$ cat src/rtl/tcir_defines.svh
// Purpose: Offsets, fields, reset values and timing for the recal/irq register group
// Assumes: 250 MHz clk_sys
// Notes: Header only, no logic
`ifndef TCIR_DEFINES_SVH
`define TCIR_DEFINES_SVH

// ****************************************
// Register offsets
// ****************************************
`define TCIR_ADDR_GROUP_TIMING 8'h24
`define TCIR_ADDR_AUTO_RECAL 8'h25
`define TCIR_ADDR_MANUAL_TRIG 8'h26
`define TCIR_ADDR_TOUCH_IRQ 8'h27
`define TCIR_ADDR_GPIN_IRQ 8'h28
`define TCIR_ADDR_GROUP_TRIG 8'h46

// ****************************************
// Reset values and fields
// ****************************************
`define TCIR_RST_GROUP_TIMING 8'hD4
`define TCIR_RST_AUTO_RECAL 8'hFF
`define TCIR_RST_MANUAL_TRIG 8'h00
`define TCIR_RST_TOUCH_IRQ 8'hFF
`define TCIR_RST_GPIN_IRQ 8'h00
`define TCIR_RST_GROUP_TRIG 8'h00
`define TCIR_PRESS_LIMIT_MSB 7
`define TCIR_PRESS_LIMIT_LSB 4
`define TCIR_SLIDE_RPT_MSB 3
`define TCIR_SLIDE_RPT_LSB 0
`define TCIR_GROUP_BIT 7

// ****************************************
// Timing
// ****************************************
`define TCIR_CLK_PERIOD_NS 4
`define TCIR_MS_IN_NS 1000000
`define TCIR_CYC_PER_MS (`TCIR_MS_IN_NS / `TCIR_CLK_PERIOD_NS)
`define TCIR_RECAL_MAX_MS 600
`define TCIR_ANALOG_MS 100
`define TCIR_DIGITAL_MS (`TCIR_RECAL_MAX_MS - `TCIR_ANALOG_MS)
`define TCIR_REPEAT_STEP_MS 35

`endif

$ cat src/rtl/tcir_pkg.sv
// Purpose: Shared types of the recal/irq register group
// Assumes: Nothing
// Notes: Constants live in tcir_defines.svh
package tcir_pkg;
    typedef enum logic [2:0] {
        CAL_IDLE = 3'h1,
        CAL_ANALOG = 3'h2,
        CAL_DIGITAL = 3'h4
    } tcir_cal_state_t;
    typedef logic [13:0] tcir_sensor_mask_t;
endpackage

$ cat src/rtl/tcir_timing_decode.sv
// Purpose: Decode of press limit and slide repeat nibbles
// Assumes: Codes are stable register fields
// Notes: Purely combinational
`timescale 1ns/10ps
`include "tcir_defines.svh"
module tcir_timing_decode (
    input wire logic [3:0] pressCode,
    input wire logic [3:0] slideCode,
    input wire logic [1:0] slideSpeed,
    output logic [13:0] pressLimitMs,
    output logic [9:0] slideRepeatMs
);
    import tcir_pkg::*;

    logic [4:0] steps;

    always_comb begin
        case (pressCode)
            4'h0: pressLimitMs = 14'd560;
            4'h1: pressLimitMs = 14'd840;
            4'h2: pressLimitMs = 14'd1120;
            4'h3: pressLimitMs = 14'd1400;
            4'h4: pressLimitMs = 14'd1680;
            4'h5: pressLimitMs = 14'd2240;
            4'h6: pressLimitMs = 14'd2800;
            4'h7: pressLimitMs = 14'd3360;
            4'h8: pressLimitMs = 14'd3920;
            4'h9: pressLimitMs = 14'd4480;
            4'hA: pressLimitMs = 14'd5600;
            4'hB: pressLimitMs = 14'd6720;
            4'hC: pressLimitMs = 14'd7840;
            4'hD: pressLimitMs = 14'd8906;
            4'hE: pressLimitMs = 14'd10080;
            default: pressLimitMs = 14'd11200;
        endcase
    end

    // Faster slides shorten the interval, never below one step
    always_comb begin
        steps = ({1'b0, slideCode} + 5'h01) >> slideSpeed;
        if (steps == 5'h00) begin
            steps = 5'h01;
        end
        slideRepeatMs = 10'(steps * `TCIR_REPEAT_STEP_MS);
    end
endmodule

$ cat src/rtl/tcir_recal_engine.sv
// Purpose: Recalibration sequencer for fourteen sensors
// Assumes: msTick is a one-cycle pulse per millisecond
// Notes: One job at a time; requests are taken only in idle, so they must stay asserted
`timescale 1ns/10ps
`include "tcir_defines.svh"
module tcir_recal_engine (
    input wire logic clk_sys,
    input wire logic resetn,
    input wire logic msTick,
    input wire tcir_pkg::tcir_sensor_mask_t reqMask,
    input wire tcir_pkg::tcir_sensor_mask_t touchRaw,
    output tcir_pkg::tcir_sensor_mask_t busyMask,
    output tcir_pkg::tcir_sensor_mask_t doneMask,
    output tcir_pkg::tcir_sensor_mask_t okMask
);
    import tcir_pkg::*;

    tcir_cal_state_t state_r, state_nxt;
    tcir_sensor_mask_t job_r, job_nxt, fail_r, fail_nxt;
    logic [9:0] cnt_r, cnt_nxt;

    // ****************************************
    // Sequencer
    // ****************************************
    always_comb begin
        state_nxt = state_r;
        job_nxt = job_r;
        cnt_nxt = cnt_r;
        fail_nxt = fail_r | (job_r & touchRaw);
        doneMask = '0;
        okMask = '0;
        case (state_r)
            CAL_IDLE: begin
                fail_nxt = '0;
                if (|reqMask) begin
                    job_nxt = reqMask;
                    cnt_nxt = '0;
                    state_nxt = CAL_ANALOG;
                end
            end
            CAL_ANALOG: begin
                if (msTick) begin
                    if (cnt_r == 10'(`TCIR_ANALOG_MS - 1)) begin
                        cnt_nxt = '0;
                        state_nxt = CAL_DIGITAL;
                    end else begin
                        cnt_nxt = cnt_r + 10'h001;
                    end
                end
            end
            CAL_DIGITAL: begin
                if (msTick) begin
                    if (cnt_r == 10'(`TCIR_DIGITAL_MS - 1)) begin
                        doneMask = job_r;
                        okMask = job_r & ~fail_nxt;
                        job_nxt = '0;
                        state_nxt = CAL_IDLE;
                    end else begin
                        cnt_nxt = cnt_r + 10'h001;
                    end
                end
            end
            default: begin
                job_nxt = '0;
                state_nxt = CAL_IDLE;
            end
        endcase
    end

    always_ff @(posedge clk_sys or negedge resetn) begin
        if (!resetn) begin
            state_r <= CAL_IDLE;
            job_r <= '0;
            fail_r <= '0;
            cnt_r <= '0;
        end else begin
            state_r <= state_nxt;
            job_r <= job_nxt;
            fail_r <= fail_nxt;
            cnt_r <= cnt_nxt;
        end
    end

    assign busyMask = job_r;
endmodule

$ cat src/rtl/tcir_regs.sv
// Purpose: Recalibration and alert register group of the touch controller
// Assumes: Register port strobes are synchronous to clk_sys
// Notes: Status bits arrive from the status block outside
// Function
// - Timing register at 24h resets to D4h
// - Low nibble sets slide repeat base interval
// - Press limit nibble decodes 560ms to 11200ms
// - Register 25h resets FFh, per-sensor auto enables
// - Bit 7 recalibrates all sampled grouped sensors together
// - Auto enable ignored for unsampled sensors
// - Register 26h triggers, self-clear on successful completion
// - Register 46h triggers grouped sensors individually
// - Group trigger holds until all grouped succeed
// - Analog update phase, then digital base capture
// - Calibrating sensors report no touch, base invalid
// - Touch during calibration invalidates that calibration
// - Register 27h resets FFh, touch alert enables
// - Bit 7 gates grouped gesture events to alert
// - Register 28h resets 00h, input alert enables
// - Input enable bit zero masks its alert
`timescale 1ns/10ps
`include "tcir_defines.svh"
module tcir_regs #(
    parameter int CYC_PER_MS = `TCIR_CYC_PER_MS
) (
    input wire logic clk_sys,
    input wire logic resetn,
    input wire logic regWrEn,
    input wire logic regRdEn,
    input wire logic [7:0] regAddr,
    input wire logic [7:0] regWrData,
    output logic [7:0] regRdData_r,
    input wire tcir_pkg::tcir_sensor_mask_t sampleEn,
    input wire tcir_pkg::tcir_sensor_mask_t autoRecalReq,
    input wire tcir_pkg::tcir_sensor_mask_t touchRaw,
    input wire logic [1:0] slideSpeed,
    input wire logic [6:0] touchStatus,
    input wire logic [3:0] groupEventStatus,
    input wire logic [7:0] gpinStatus,
    output tcir_pkg::tcir_sensor_mask_t touchReported_r,
    output tcir_pkg::tcir_sensor_mask_t baseValid_r,
    output tcir_pkg::tcir_sensor_mask_t calBusy_r,
    output logic [13:0] pressLimitMs_r,
    output logic [9:0] slideRepeatMs_r,
    output logic alert_r
);
    import tcir_pkg::*;

    logic [7:0] groupTiming_r, groupTiming_nxt;
    logic [7:0] autoRecalEn_r, autoRecalEn_nxt;
    logic [7:0] manualTrig_r, manualTrig_nxt;
    logic [7:0] touchIrqEn_r, touchIrqEn_nxt;
    logic [7:0] gpinIrqEn_r, gpinIrqEn_nxt;
    logic [6:0] groupTrig_r, groupTrig_nxt;
    logic [7:0] regRdData_nxt;
    logic [17:0] msCnt_r, msCnt_nxt;
    logic [13:0] pressMs_r, pressMs_nxt;
    logic forcePend_r, forcePend_nxt;
    logic msTick;
    logic groupTouched;
    logic groupAllOk;
    logic irqCause;
    logic [13:0] pressLimitMs;
    logic [9:0] slideRepeatMs;
    tcir_sensor_mask_t autoMask, reqMask, busyMask, doneMask, okMask;

    // ****************************************
    // Timing decode and recal engine
    // ****************************************
    tcir_timing_decode u_decode (
        .pressCode(groupTiming_r[`TCIR_PRESS_LIMIT_MSB:`TCIR_PRESS_LIMIT_LSB]),
        .slideCode(groupTiming_r[`TCIR_SLIDE_RPT_MSB:`TCIR_SLIDE_RPT_LSB]),
        .slideSpeed(slideSpeed),
        .pressLimitMs(pressLimitMs),
        .slideRepeatMs(slideRepeatMs)
    );

    tcir_recal_engine u_engine (
        .clk_sys(clk_sys),
        .resetn(resetn),
        .msTick(msTick),
        .reqMask(reqMask),
        .touchRaw(touchRaw),
        .busyMask(busyMask),
        .doneMask(doneMask),
        .okMask(okMask)
    );

    // ****************************************
    // Request gathering
    // ****************************************
    assign msTick = (msCnt_r == 18'(CYC_PER_MS - 1));
    assign groupTouched = |touchRaw[13:7];
    assign groupAllOk = &okMask[13:7];

    // Group bit makes grouped sensors move as one block
    always_comb begin
        autoMask[6:0] = autoRecalReq[6:0] & autoRecalEn_r[6:0] & sampleEn[6:0];
        autoMask[13:7] = '0;
        if (autoRecalEn_r[`TCIR_GROUP_BIT] && |(autoRecalReq[13:7] & sampleEn[13:7])) begin
            autoMask[13:7] = sampleEn[13:7];
        end
        reqMask = autoMask;
        reqMask[6:0] = reqMask[6:0] | manualTrig_r[6:0];
        reqMask[13:7] = reqMask[13:7] | groupTrig_r;
        if (manualTrig_r[`TCIR_GROUP_BIT] || forcePend_r) begin
            reqMask[13:7] = 7'h7F;
        end
    end

    // ****************************************
    // Millisecond base and group press limit
    // ****************************************
    // Counter stops at the limit and clears during a group recal, so a held press forces one recal per limit
    always_comb begin
        msCnt_nxt = msTick ? '0 : msCnt_r + 18'h00001;
        pressMs_nxt = pressMs_r;
        forcePend_nxt = forcePend_r;
        if (!groupTouched || |busyMask[13:7]) begin
            pressMs_nxt = '0;
        end else if (msTick && pressMs_r < pressLimitMs) begin
            pressMs_nxt = pressMs_r + 14'h0001;
        end
        if (|doneMask[13:7]) begin
            forcePend_nxt = 1'b0;
        end
        if (pressMs_nxt == pressLimitMs && pressMs_r != pressLimitMs) begin
            forcePend_nxt = 1'b1;
        end
    end

    // ****************************************
    // Register writes
    // ****************************************
    // A write of one wins over a same-cycle completion clear
    always_comb begin
        groupTiming_nxt = groupTiming_r;
        autoRecalEn_nxt = autoRecalEn_r;
        touchIrqEn_nxt = touchIrqEn_r;
        gpinIrqEn_nxt = gpinIrqEn_r;
        manualTrig_nxt[6:0] = manualTrig_r[6:0] & ~okMask[6:0];
        manualTrig_nxt[7] = manualTrig_r[7] & ~groupAllOk;
        groupTrig_nxt = groupTrig_r & ~okMask[13:7];
        if (regWrEn) begin
            case (regAddr)
                `TCIR_ADDR_GROUP_TIMING: groupTiming_nxt = regWrData;
                `TCIR_ADDR_AUTO_RECAL: autoRecalEn_nxt = regWrData;
                `TCIR_ADDR_MANUAL_TRIG: manualTrig_nxt = manualTrig_nxt | regWrData;
                `TCIR_ADDR_TOUCH_IRQ: touchIrqEn_nxt = regWrData;
                `TCIR_ADDR_GPIN_IRQ: gpinIrqEn_nxt = regWrData;
                `TCIR_ADDR_GROUP_TRIG: groupTrig_nxt = groupTrig_nxt | regWrData[6:0];
                default: groupTiming_nxt = groupTiming_r;
            endcase
        end
    end

    // ****************************************
    // Register reads
    // ****************************************
    always_comb begin
        regRdData_nxt = regRdData_r;
        if (regRdEn) begin
            case (regAddr)
                `TCIR_ADDR_GROUP_TIMING: regRdData_nxt = groupTiming_r;
                `TCIR_ADDR_AUTO_RECAL: regRdData_nxt = autoRecalEn_r;
                `TCIR_ADDR_MANUAL_TRIG: regRdData_nxt = manualTrig_r;
                `TCIR_ADDR_TOUCH_IRQ: regRdData_nxt = touchIrqEn_r;
                `TCIR_ADDR_GPIN_IRQ: regRdData_nxt = gpinIrqEn_r;
                `TCIR_ADDR_GROUP_TRIG: regRdData_nxt = {1'b0, groupTrig_r};
                default: regRdData_nxt = 8'h00;
            endcase
        end
    end

    // ****************************************
    // Alert
    // ****************************************
    always_comb begin
        irqCause = |(touchStatus & touchIrqEn_r[6:0]);
        irqCause = irqCause | (touchIrqEn_r[`TCIR_GROUP_BIT] & |groupEventStatus);
        irqCause = irqCause | |(gpinStatus & gpinIrqEn_r);
    end

    // ****************************************
    // State registers
    // ****************************************
    always_ff @(posedge clk_sys or negedge resetn) begin
        if (!resetn) begin
            groupTiming_r <= `TCIR_RST_GROUP_TIMING;
            autoRecalEn_r <= `TCIR_RST_AUTO_RECAL;
            manualTrig_r <= `TCIR_RST_MANUAL_TRIG;
            touchIrqEn_r <= `TCIR_RST_TOUCH_IRQ;
            gpinIrqEn_r <= `TCIR_RST_GPIN_IRQ;
            groupTrig_r <= 7'(`TCIR_RST_GROUP_TRIG);
            regRdData_r <= 8'h00;
            msCnt_r <= '0;
            pressMs_r <= '0;
            forcePend_r <= 1'b0;
            touchReported_r <= '0;
            baseValid_r <= '0;
            calBusy_r <= '0;
            pressLimitMs_r <= '0;
            slideRepeatMs_r <= '0;
            alert_r <= 1'b0;
        end else begin
            groupTiming_r <= groupTiming_nxt;
            autoRecalEn_r <= autoRecalEn_nxt;
            manualTrig_r <= manualTrig_nxt;
            touchIrqEn_r <= touchIrqEn_nxt;
            gpinIrqEn_r <= gpinIrqEn_nxt;
            groupTrig_r <= groupTrig_nxt;
            regRdData_r <= regRdData_nxt;
            msCnt_r <= msCnt_nxt;
            pressMs_r <= pressMs_nxt;
            forcePend_r <= forcePend_nxt;
            touchReported_r <= touchRaw & ~busyMask;
            baseValid_r <= ~busyMask;
            calBusy_r <= busyMask;
            pressLimitMs_r <= pressLimitMs;
            slideRepeatMs_r <= slideRepeatMs;
            alert_r <= irqCause;
        end
    end
endmodule

$ cat config.mk
export PLATFORM = sky130hd
export DESIGN_NAME = tcir_regs
export DESIGN_NICKNAME = d
export VERILOG_FILES = /design/src/rtl/tcir_pkg.sv /design/src/rtl/tcir_timing_decode.sv /design/src/rtl/tcir_recal_engine.sv /design/src/rtl/tcir_regs.sv
export VERILOG_INCLUDE_DIRS = /design/src /design/src/rtl
export SDC_FILE = /design/constraint.sdc
export NUM_CORES = 1
export LEC_CHECK = 0
export BUFFER_PORTS_ARGS = -buffer_cell sky130_fd_sc_hd__buf_2
export CAP_MARGIN = 20
export CORE_ASPECT_RATIO = 0.7
export CORE_MARGIN = 2
export CORE_UTILIZATION = 39
export CTS_CLUSTER_DIAMETER = 80
export DETAILED_ROUTE_END_ITERATION = 8
export PLACE_DENSITY_LB_ADDON = 0.2
export SYNTH_ARGS = -nofsm -noshare
export SYNTH_HDL_FRONTEND = slang
export SYNTH_SLANG_ARGS = --single-unit
$ cat constraint.sdc
create_clock -name clk_sys -period 5.7 [get_ports clk_sys]
set_input_delay 1.14 -clock clk_sys [delete_from_list [all_inputs] [get_ports clk_sys]]
set_output_delay 1.14 -clock clk_sys [all_outputs]
set_load 0.05 [all_outputs]
; ---- Word level (Yosys, flattened, before mapping)
; Memories as Yosys holds them, arrays and structs flattened.
; Cells that the tools add are included.
[totals]
reg_bits = 196
latchBits = 0
ramBits = 0
rom_bits = 192
input_bits = 83
output_inout_bits = 75
elab_cells = 134
n_memories = 1
[op_classes]
n_addsub = 4
mul = 1
div_mod_pow = 0
order_cmp = 1
eq_ne = 20
shifts = 1
n_mux = 36
bitwise_logic = 25
n_reduce_logical = 25
[memory_table]
columns = memory, depth, word_bits, rd, rd_clocked_by_memory_dff, wr, line_no
row1 = (no name shown), 16, 12, 1, 0, 0, tcir_timing_decode.sv:18  ; case (pressCode)
[ops]
columns = operator, n
row1 = 2-to-1 mux 14 bit, 12
row2 = 2-to-1 mux 10 bit, 5
row3 = one-hot mux 8 bit (6 select lines), 1
row4 = bitwise AND 14 bit, 3
row5 = bitwise AND 7 bit, 6
row6 = one-hot mux 14 bit (3 select lines), 1
row7 = "equality test 8 x 6 -> 1 bit, second input constant", 5
row8 = OR reduction 7 bit, 5
row9 = one-hot mux 10 bit (3 select lines), 1
row10 = 2-to-1 mux 7 bit, 4
row11 = NOT 14 bit, 2
row12 = bitwise OR 7 bit, 3
row13 = "adder 18 x 1 -> 18 bit, second input constant", 1
row14 = "equality test 18 bit, second input constant", 1
row15 = 2-to-1 mux 18 bit, 1
row16 = 2-to-1 mux 8 bit, 2
row17 = 2-to-1 mux 3 bit, 5
row18 = "adder 14 x 1 -> 14 bit, second input constant", 1
row19 = equality test 14 bit, 1
row20 = < comparator 14 bit, 1
row21 = != test 14 bit, 1
row22 = NOT 7 bit, 2
row23 = bitwise OR 14 bit, 1
row24 = OR reduction 14 bit, 1
row25 = 32 further kinds, 47

; ---- Logic depth before layout (Yosys ltp)
[logic_depth]
word_depth = 13
ltp_mapped = 17
ltp_nobuf = 15

; ---- By module
; From an unflattened synthesis, not the netlist that was laid out.
[unflattened]
hier_cells = 908
hier_area_um2 = 9713.1
[modules_own_cells]
columns = mod, instances, cells_each, area_each_um2, seq_area_each_um2
row1 = tcir_regs, 1, 578, 6683.9, 3903.7
row2 = tcir_recal_engine, 1, 202, 2113.3, 1027.2
row3 = tcir_timing_decode, 1, 128, 915.9, 0.0

; ---- Worst setup path after synthesis
; OpenSTA, ideal clock, no wires.
[synth_path]
path_kind = register -> register
startpoint = reg groupTiming_r[4]
endpoint = reg forcePend_r
setup_ns = 0.092
arrival_ns = 3.849
required_time_ns = 5.608
setup_slack_ns = 1.760
stages_incl_launch_ff = 18
path_buffers = 2
period_less_slack_ns = 3.940
path_cell_list = dfstp_2 > inv_1 > ha_1 > nor2b_1 > a211oi_1 > a21o_1 > inv_1 > ha_1 > a21o_1 > a221oi_1 > o22ai_1 > clkbuf_1 > clkbuf_1 > o311a_1 > o21a_1 > nor4_1 > nand4_1 > o31ai_2
[synth_between]
elab_chain_len = 8
elab_cells_between_ends = 10
cone_classes = order compare (1) / eq/ne (2) / mux (3) / reduce/logical (3) / memory (1)
[synth_rtl]
columns = element, line_no
row1 = "start, declared", tcir_regs.sv:49  ; logic [7:0] groupTiming_r, groupTiming_nxt;
row2 = "start signal, assigned", tcir_regs.sv:189  ; groupTiming_r <= `TCIR_RST_GROUP_TIMING;
row3 = "start signal, assigned", tcir_regs.sv:206  ; groupTiming_r <= groupTiming_nxt;
row4 = memory read (16 x 12 bit) *, -
row5 = via pressLimitMs[4], tcir_regs.sv:63  ; logic [13:0] pressLimitMs;
row6 = < comparator 14 bit, tcir_regs.sv:121  ; end else if (msTick && pressMs_r < pressLimitMs) begin
row7 = logical AND 1 bit, tcir_regs.sv:121
row8 = 2-to-1 mux 14 bit, tcir_regs.sv:121
row9 = 2-to-1 mux 14 bit, tcir_regs.sv:119  ; if (!groupTouched || |busyMask[13:7]) begin
row10 = equality test 14 bit, tcir_regs.sv:127  ; if (pressMs_nxt == pressLimitMs && pressMs_r != pressLimitMs) begin
row11 = logical AND 1 bit *, tcir_regs.sv:127
row12 = 2-to-1 mux 1 bit / nonzero test 2 bit (equally long branches), -
row13 = "end signal, assigned", tcir_regs.sv:215  ; forcePend_r <= forcePend_nxt;
row14 = "end, declared", tcir_regs.sv:58  ; logic forcePend_r, forcePend_nxt;
; Mark *: on every way through the listed nets, which the timed path passes. The rest lies on a longest branch.
; A chain may end at the register's enable or synchronous reset.

; ---- Worst setup path in the final report
; Ends and elaborated chain as after synthesis.

==> results.cfg <==
[synthesis]
netlist_instances = 912
synth_warnings = 0
synth-xor-area-share_pct = 3.45
synth_fa_ha_area_share_pct = 4.81
synth_ff_type = dfrtp_1
syn_area_per_cell_um2 = 10.4
synth.area.mux_share_pct = 5.35
yosysSeqAreaShare_pct = 51.2
synth-async-reset-ratio_pct = 100
synth_area_mm2 = 0.00953
synth_seq_cells = 194
synth_top_family_by_area = simple AND/OR/NAND/NOR gates
synth-simple-area-share_pct = 18.2
synth_compound_area_share_pct = 13.7
synth-edff-count = 0
ys_types = 76

[clock_network]
cts_resized = 0
cts_sinks = 194
cts_tree = built
cts.hold.buffers_added = 0
htree_levels = 4
clock-root-buffer = clkbuf_16
cts_setup_buffers = 0
path_clk_slew_ps = 80
numCtsBuffers = 17
worst_skew_pair.late_latency_ps = 450
ctsLongestPathBuffers = 2

[layout]
final_layout_size_suffix_gt1_share_pct = 25.1
fillers = 2247
antennaDiodeCount = 0
final_nets = 1179
area_growth_pct = 17.6

[timing]
min_period_over_period_pct = 80.2
drv_slew = 0
hold_violations = 0
setup_slack_ps = 1130
maxSlewHeadroom_pct = 33.8
min_period_ps = 4570
setup_viol = 0
fin_worst_skew_ps = 14.5
finalSetupTns_ps = 0
tightest_slew_ps = 993
fmax_ghz = 0.219
hold_ws_ps = 480
grt_setup_unrepaired = no

[critical_path]
rrSetupSlack_ps = 1130
r2r-start = groupTiming_r[4]
worstPathArrival_ps = 4890
end_kind = register
reg2reg_to = forcePend_r
path_class = reg2reg
r2r_cells = 16
crit_required_ps = 6020
crit_path_max_fanout = 30
worst_setup_path_start_kind = register

[placement]
place_congestion = 0.874
place_ws_ps = 1170
place.detailed.hpwl_mm = 19.2
portBuffers = 155

[global_route]
grt_usage_pct = 20.6
first_global_vias = 7162
grt_pass1_wl_mm = 40.5
grt_max_degree = 122
antenna_found_initial = 0
overflow = 0

[floorplan]
start_util_pct = 40.0
ios = 158
fp.coreArea_mm2 = 0.0238
die_area_mm2 = 0.0257
die_h_um = 135
die_x_um = 191
rows = 47

[flow_run]
drv_cap = 0

[power]
vdd_drop_max_uv = 232
leakage_nw = 5.05
power_per_cell_area_mw_per_mm2 = 318
finalPower_mw = 3.56

[detailed_routing]
vias = 7557
final_antenna_net_count = 0
routed_wl_mm = 25.8
drt-initial-drc-count = 625
via_per_inst = 5.43
dr.pass1.iters = 7
wire_per_inst_um = 18.6
drc_errors = 0

[min_path]
hp-start = u_engine.busyMask[6]
hold_depth = 0
hp-class = reg2reg
holdPathEnd = calBusy_r[6]

[outcome]
status = completed
## critical path, cell delays in order (launching register included)
cell and delay [ps]:
dfstp_2 650, inv_1 130, ha_1 340, nor2b_1 180
a211oi_1 260, a21o_1 180, inv_1 60, ha_1 280
a21o_1 190, a221oi_1 320, o22ai_1 130, buf_4 240
or4_4 560, xor2_1 190, a21o_1 200, a311oi_1 430
o31ai_2 130
## cells in the final DEF (no fill, tap or decap), types with 18 or more instances in the layout
cell type  instances
a21oi_1           36
a31oi_1           18
buf_2            154
dfrtp_1          173
dfstp_2           21
ha_1              35
inv_1             39
mux2_2            31
nand2_1           81
nand3_1           27
nor2_1            78
nor2b_1           19
nor3_1            20
o21ai_0           42
xnor2_1           18
## area by class of cell
type / count / area [um^2] / area share, %
clock buffers: 17 / 425 / 3.80
clock inverters: 15 / 164 / 1.46
inverters: 39 / 146 / 1.31
multi-input cells: 645 / 4350 / 38.8
flip-flops and latches: 194 / 4880 / 43.6
well taps: 318 / 398 / 3.55
repair buffers: 163 / 842 / 7.52
## power by group
group	switching (mW)	internal [mW]	leakage, nW	total, mW
combinational	0.589	0.203	2.36	0.792
sequential	0.0828	1.49	2.41	1.57
clock	0.613	0.589	0.276	1.20
total	1.28	2.28	5.05	3.56
## worst max-delay path by stage
stage                     start  cells past startpoint  slack (ps)     endpoint
3_3_place_gp   groupTiming_r[4]                     16        1320  forcePend_r
5_1_grt        groupTiming_r[4]                     16         960  forcePend_r
3_5_place_dp   groupTiming_r[4]                     16        1170  forcePend_r
2_1_floorplan  groupTiming_r[4]                     17        1760  forcePend_r
4_1_cts        groupTiming_r[4]                     16        1170  forcePend_r
6_report       groupTiming_r[4]                     16        1130  forcePend_r
## cells by family (layout without fill, tap and decap cells)
kind of cell    Yosys count  count (layout)
xor+xnor                 36              36
simple gates            333             333
flops                   194             194
buf+inv                  74             234
other cells               1               2
mux                      47              47
compound gates          191             191
fa+ha+maj                36              36
## Yosys cell counts (all sizes together) (8+ instances only)
cell type | number | area, um^2
dfrtp | 173 | 4330
nor4 | 12 | 81.3
xor2 | 17 | 149
inv | 39 | 146
a222oi | 10 | 100
o31ai | 8 | 65.1
buf | 14 | 78.8
nand4 | 15 | 100
a211oi | 10 | 75.1
nor2 | 80 | 305
nor3 | 20 | 100
nand2 | 81 | 304
a31oi | 18 | 113
nand3 | 27 | 135
o21ai | 43 | 215
and2 | 8 | 50.1
nand2b | 11 | 68.8
clkbuf | 21 | 78.8
nor2b | 19 | 119
mux2i | 16 | 160
ha | 35 | 438
or4 | 9 | 75.1
xnor2 | 18 | 158
a22o | 17 | 149
a21oi | 36 | 180
dfstp | 21 | 552
and3 | 13 | 81.3
mux2 | 31 | 349
or3 | 9 | 61.3
## routing by layer
| metal | vias to the layer above | track usage (%) | wire length [um] |
|---|---|---|---|
| met3 | 19 | 4.16 | 1830 |
| met5 | - | 0 | 0 |
| met1 | 3683 | 33.2 | 13300 |
| met2 | 254 | 28.0 | 10400 |
| li1 | 3601 | - | - |
| met4 | 0 | 4.57 | 267 |
## per-stage QoR
step                instance area (um^2)  std cells  utilization, %
floorplan                           9530        913               -
global placement                   10600       1358            44.5
detailed placement                 10600       1358            44.5
CTS                                11200       1390            47.0
global route                       11200       1391            47.0
finish                             11200       1391            47.0
## flip-flops by register name, indices dropped and copies added (netlist names), 3 cells and up
name,count
gpinIrqEn_r,8
manualTrig_r,8
pressMs_r,14
regRdData_r,8
u_engine.busyMask,14
groupTrig_r,7
slideRepeatMs_r,10
u_engine.state_r,3
pressLimitMs_r,12
groupTiming_r,8
baseValid_r,14
touchReported_r,14
msCnt_r,18
calBusy_r,14
touchIrqEn_r,8
u_engine.cnt_r,10
u_engine.fail_r,14
autoRecalEn_r,8
Power figures use the tool's default switching activity.
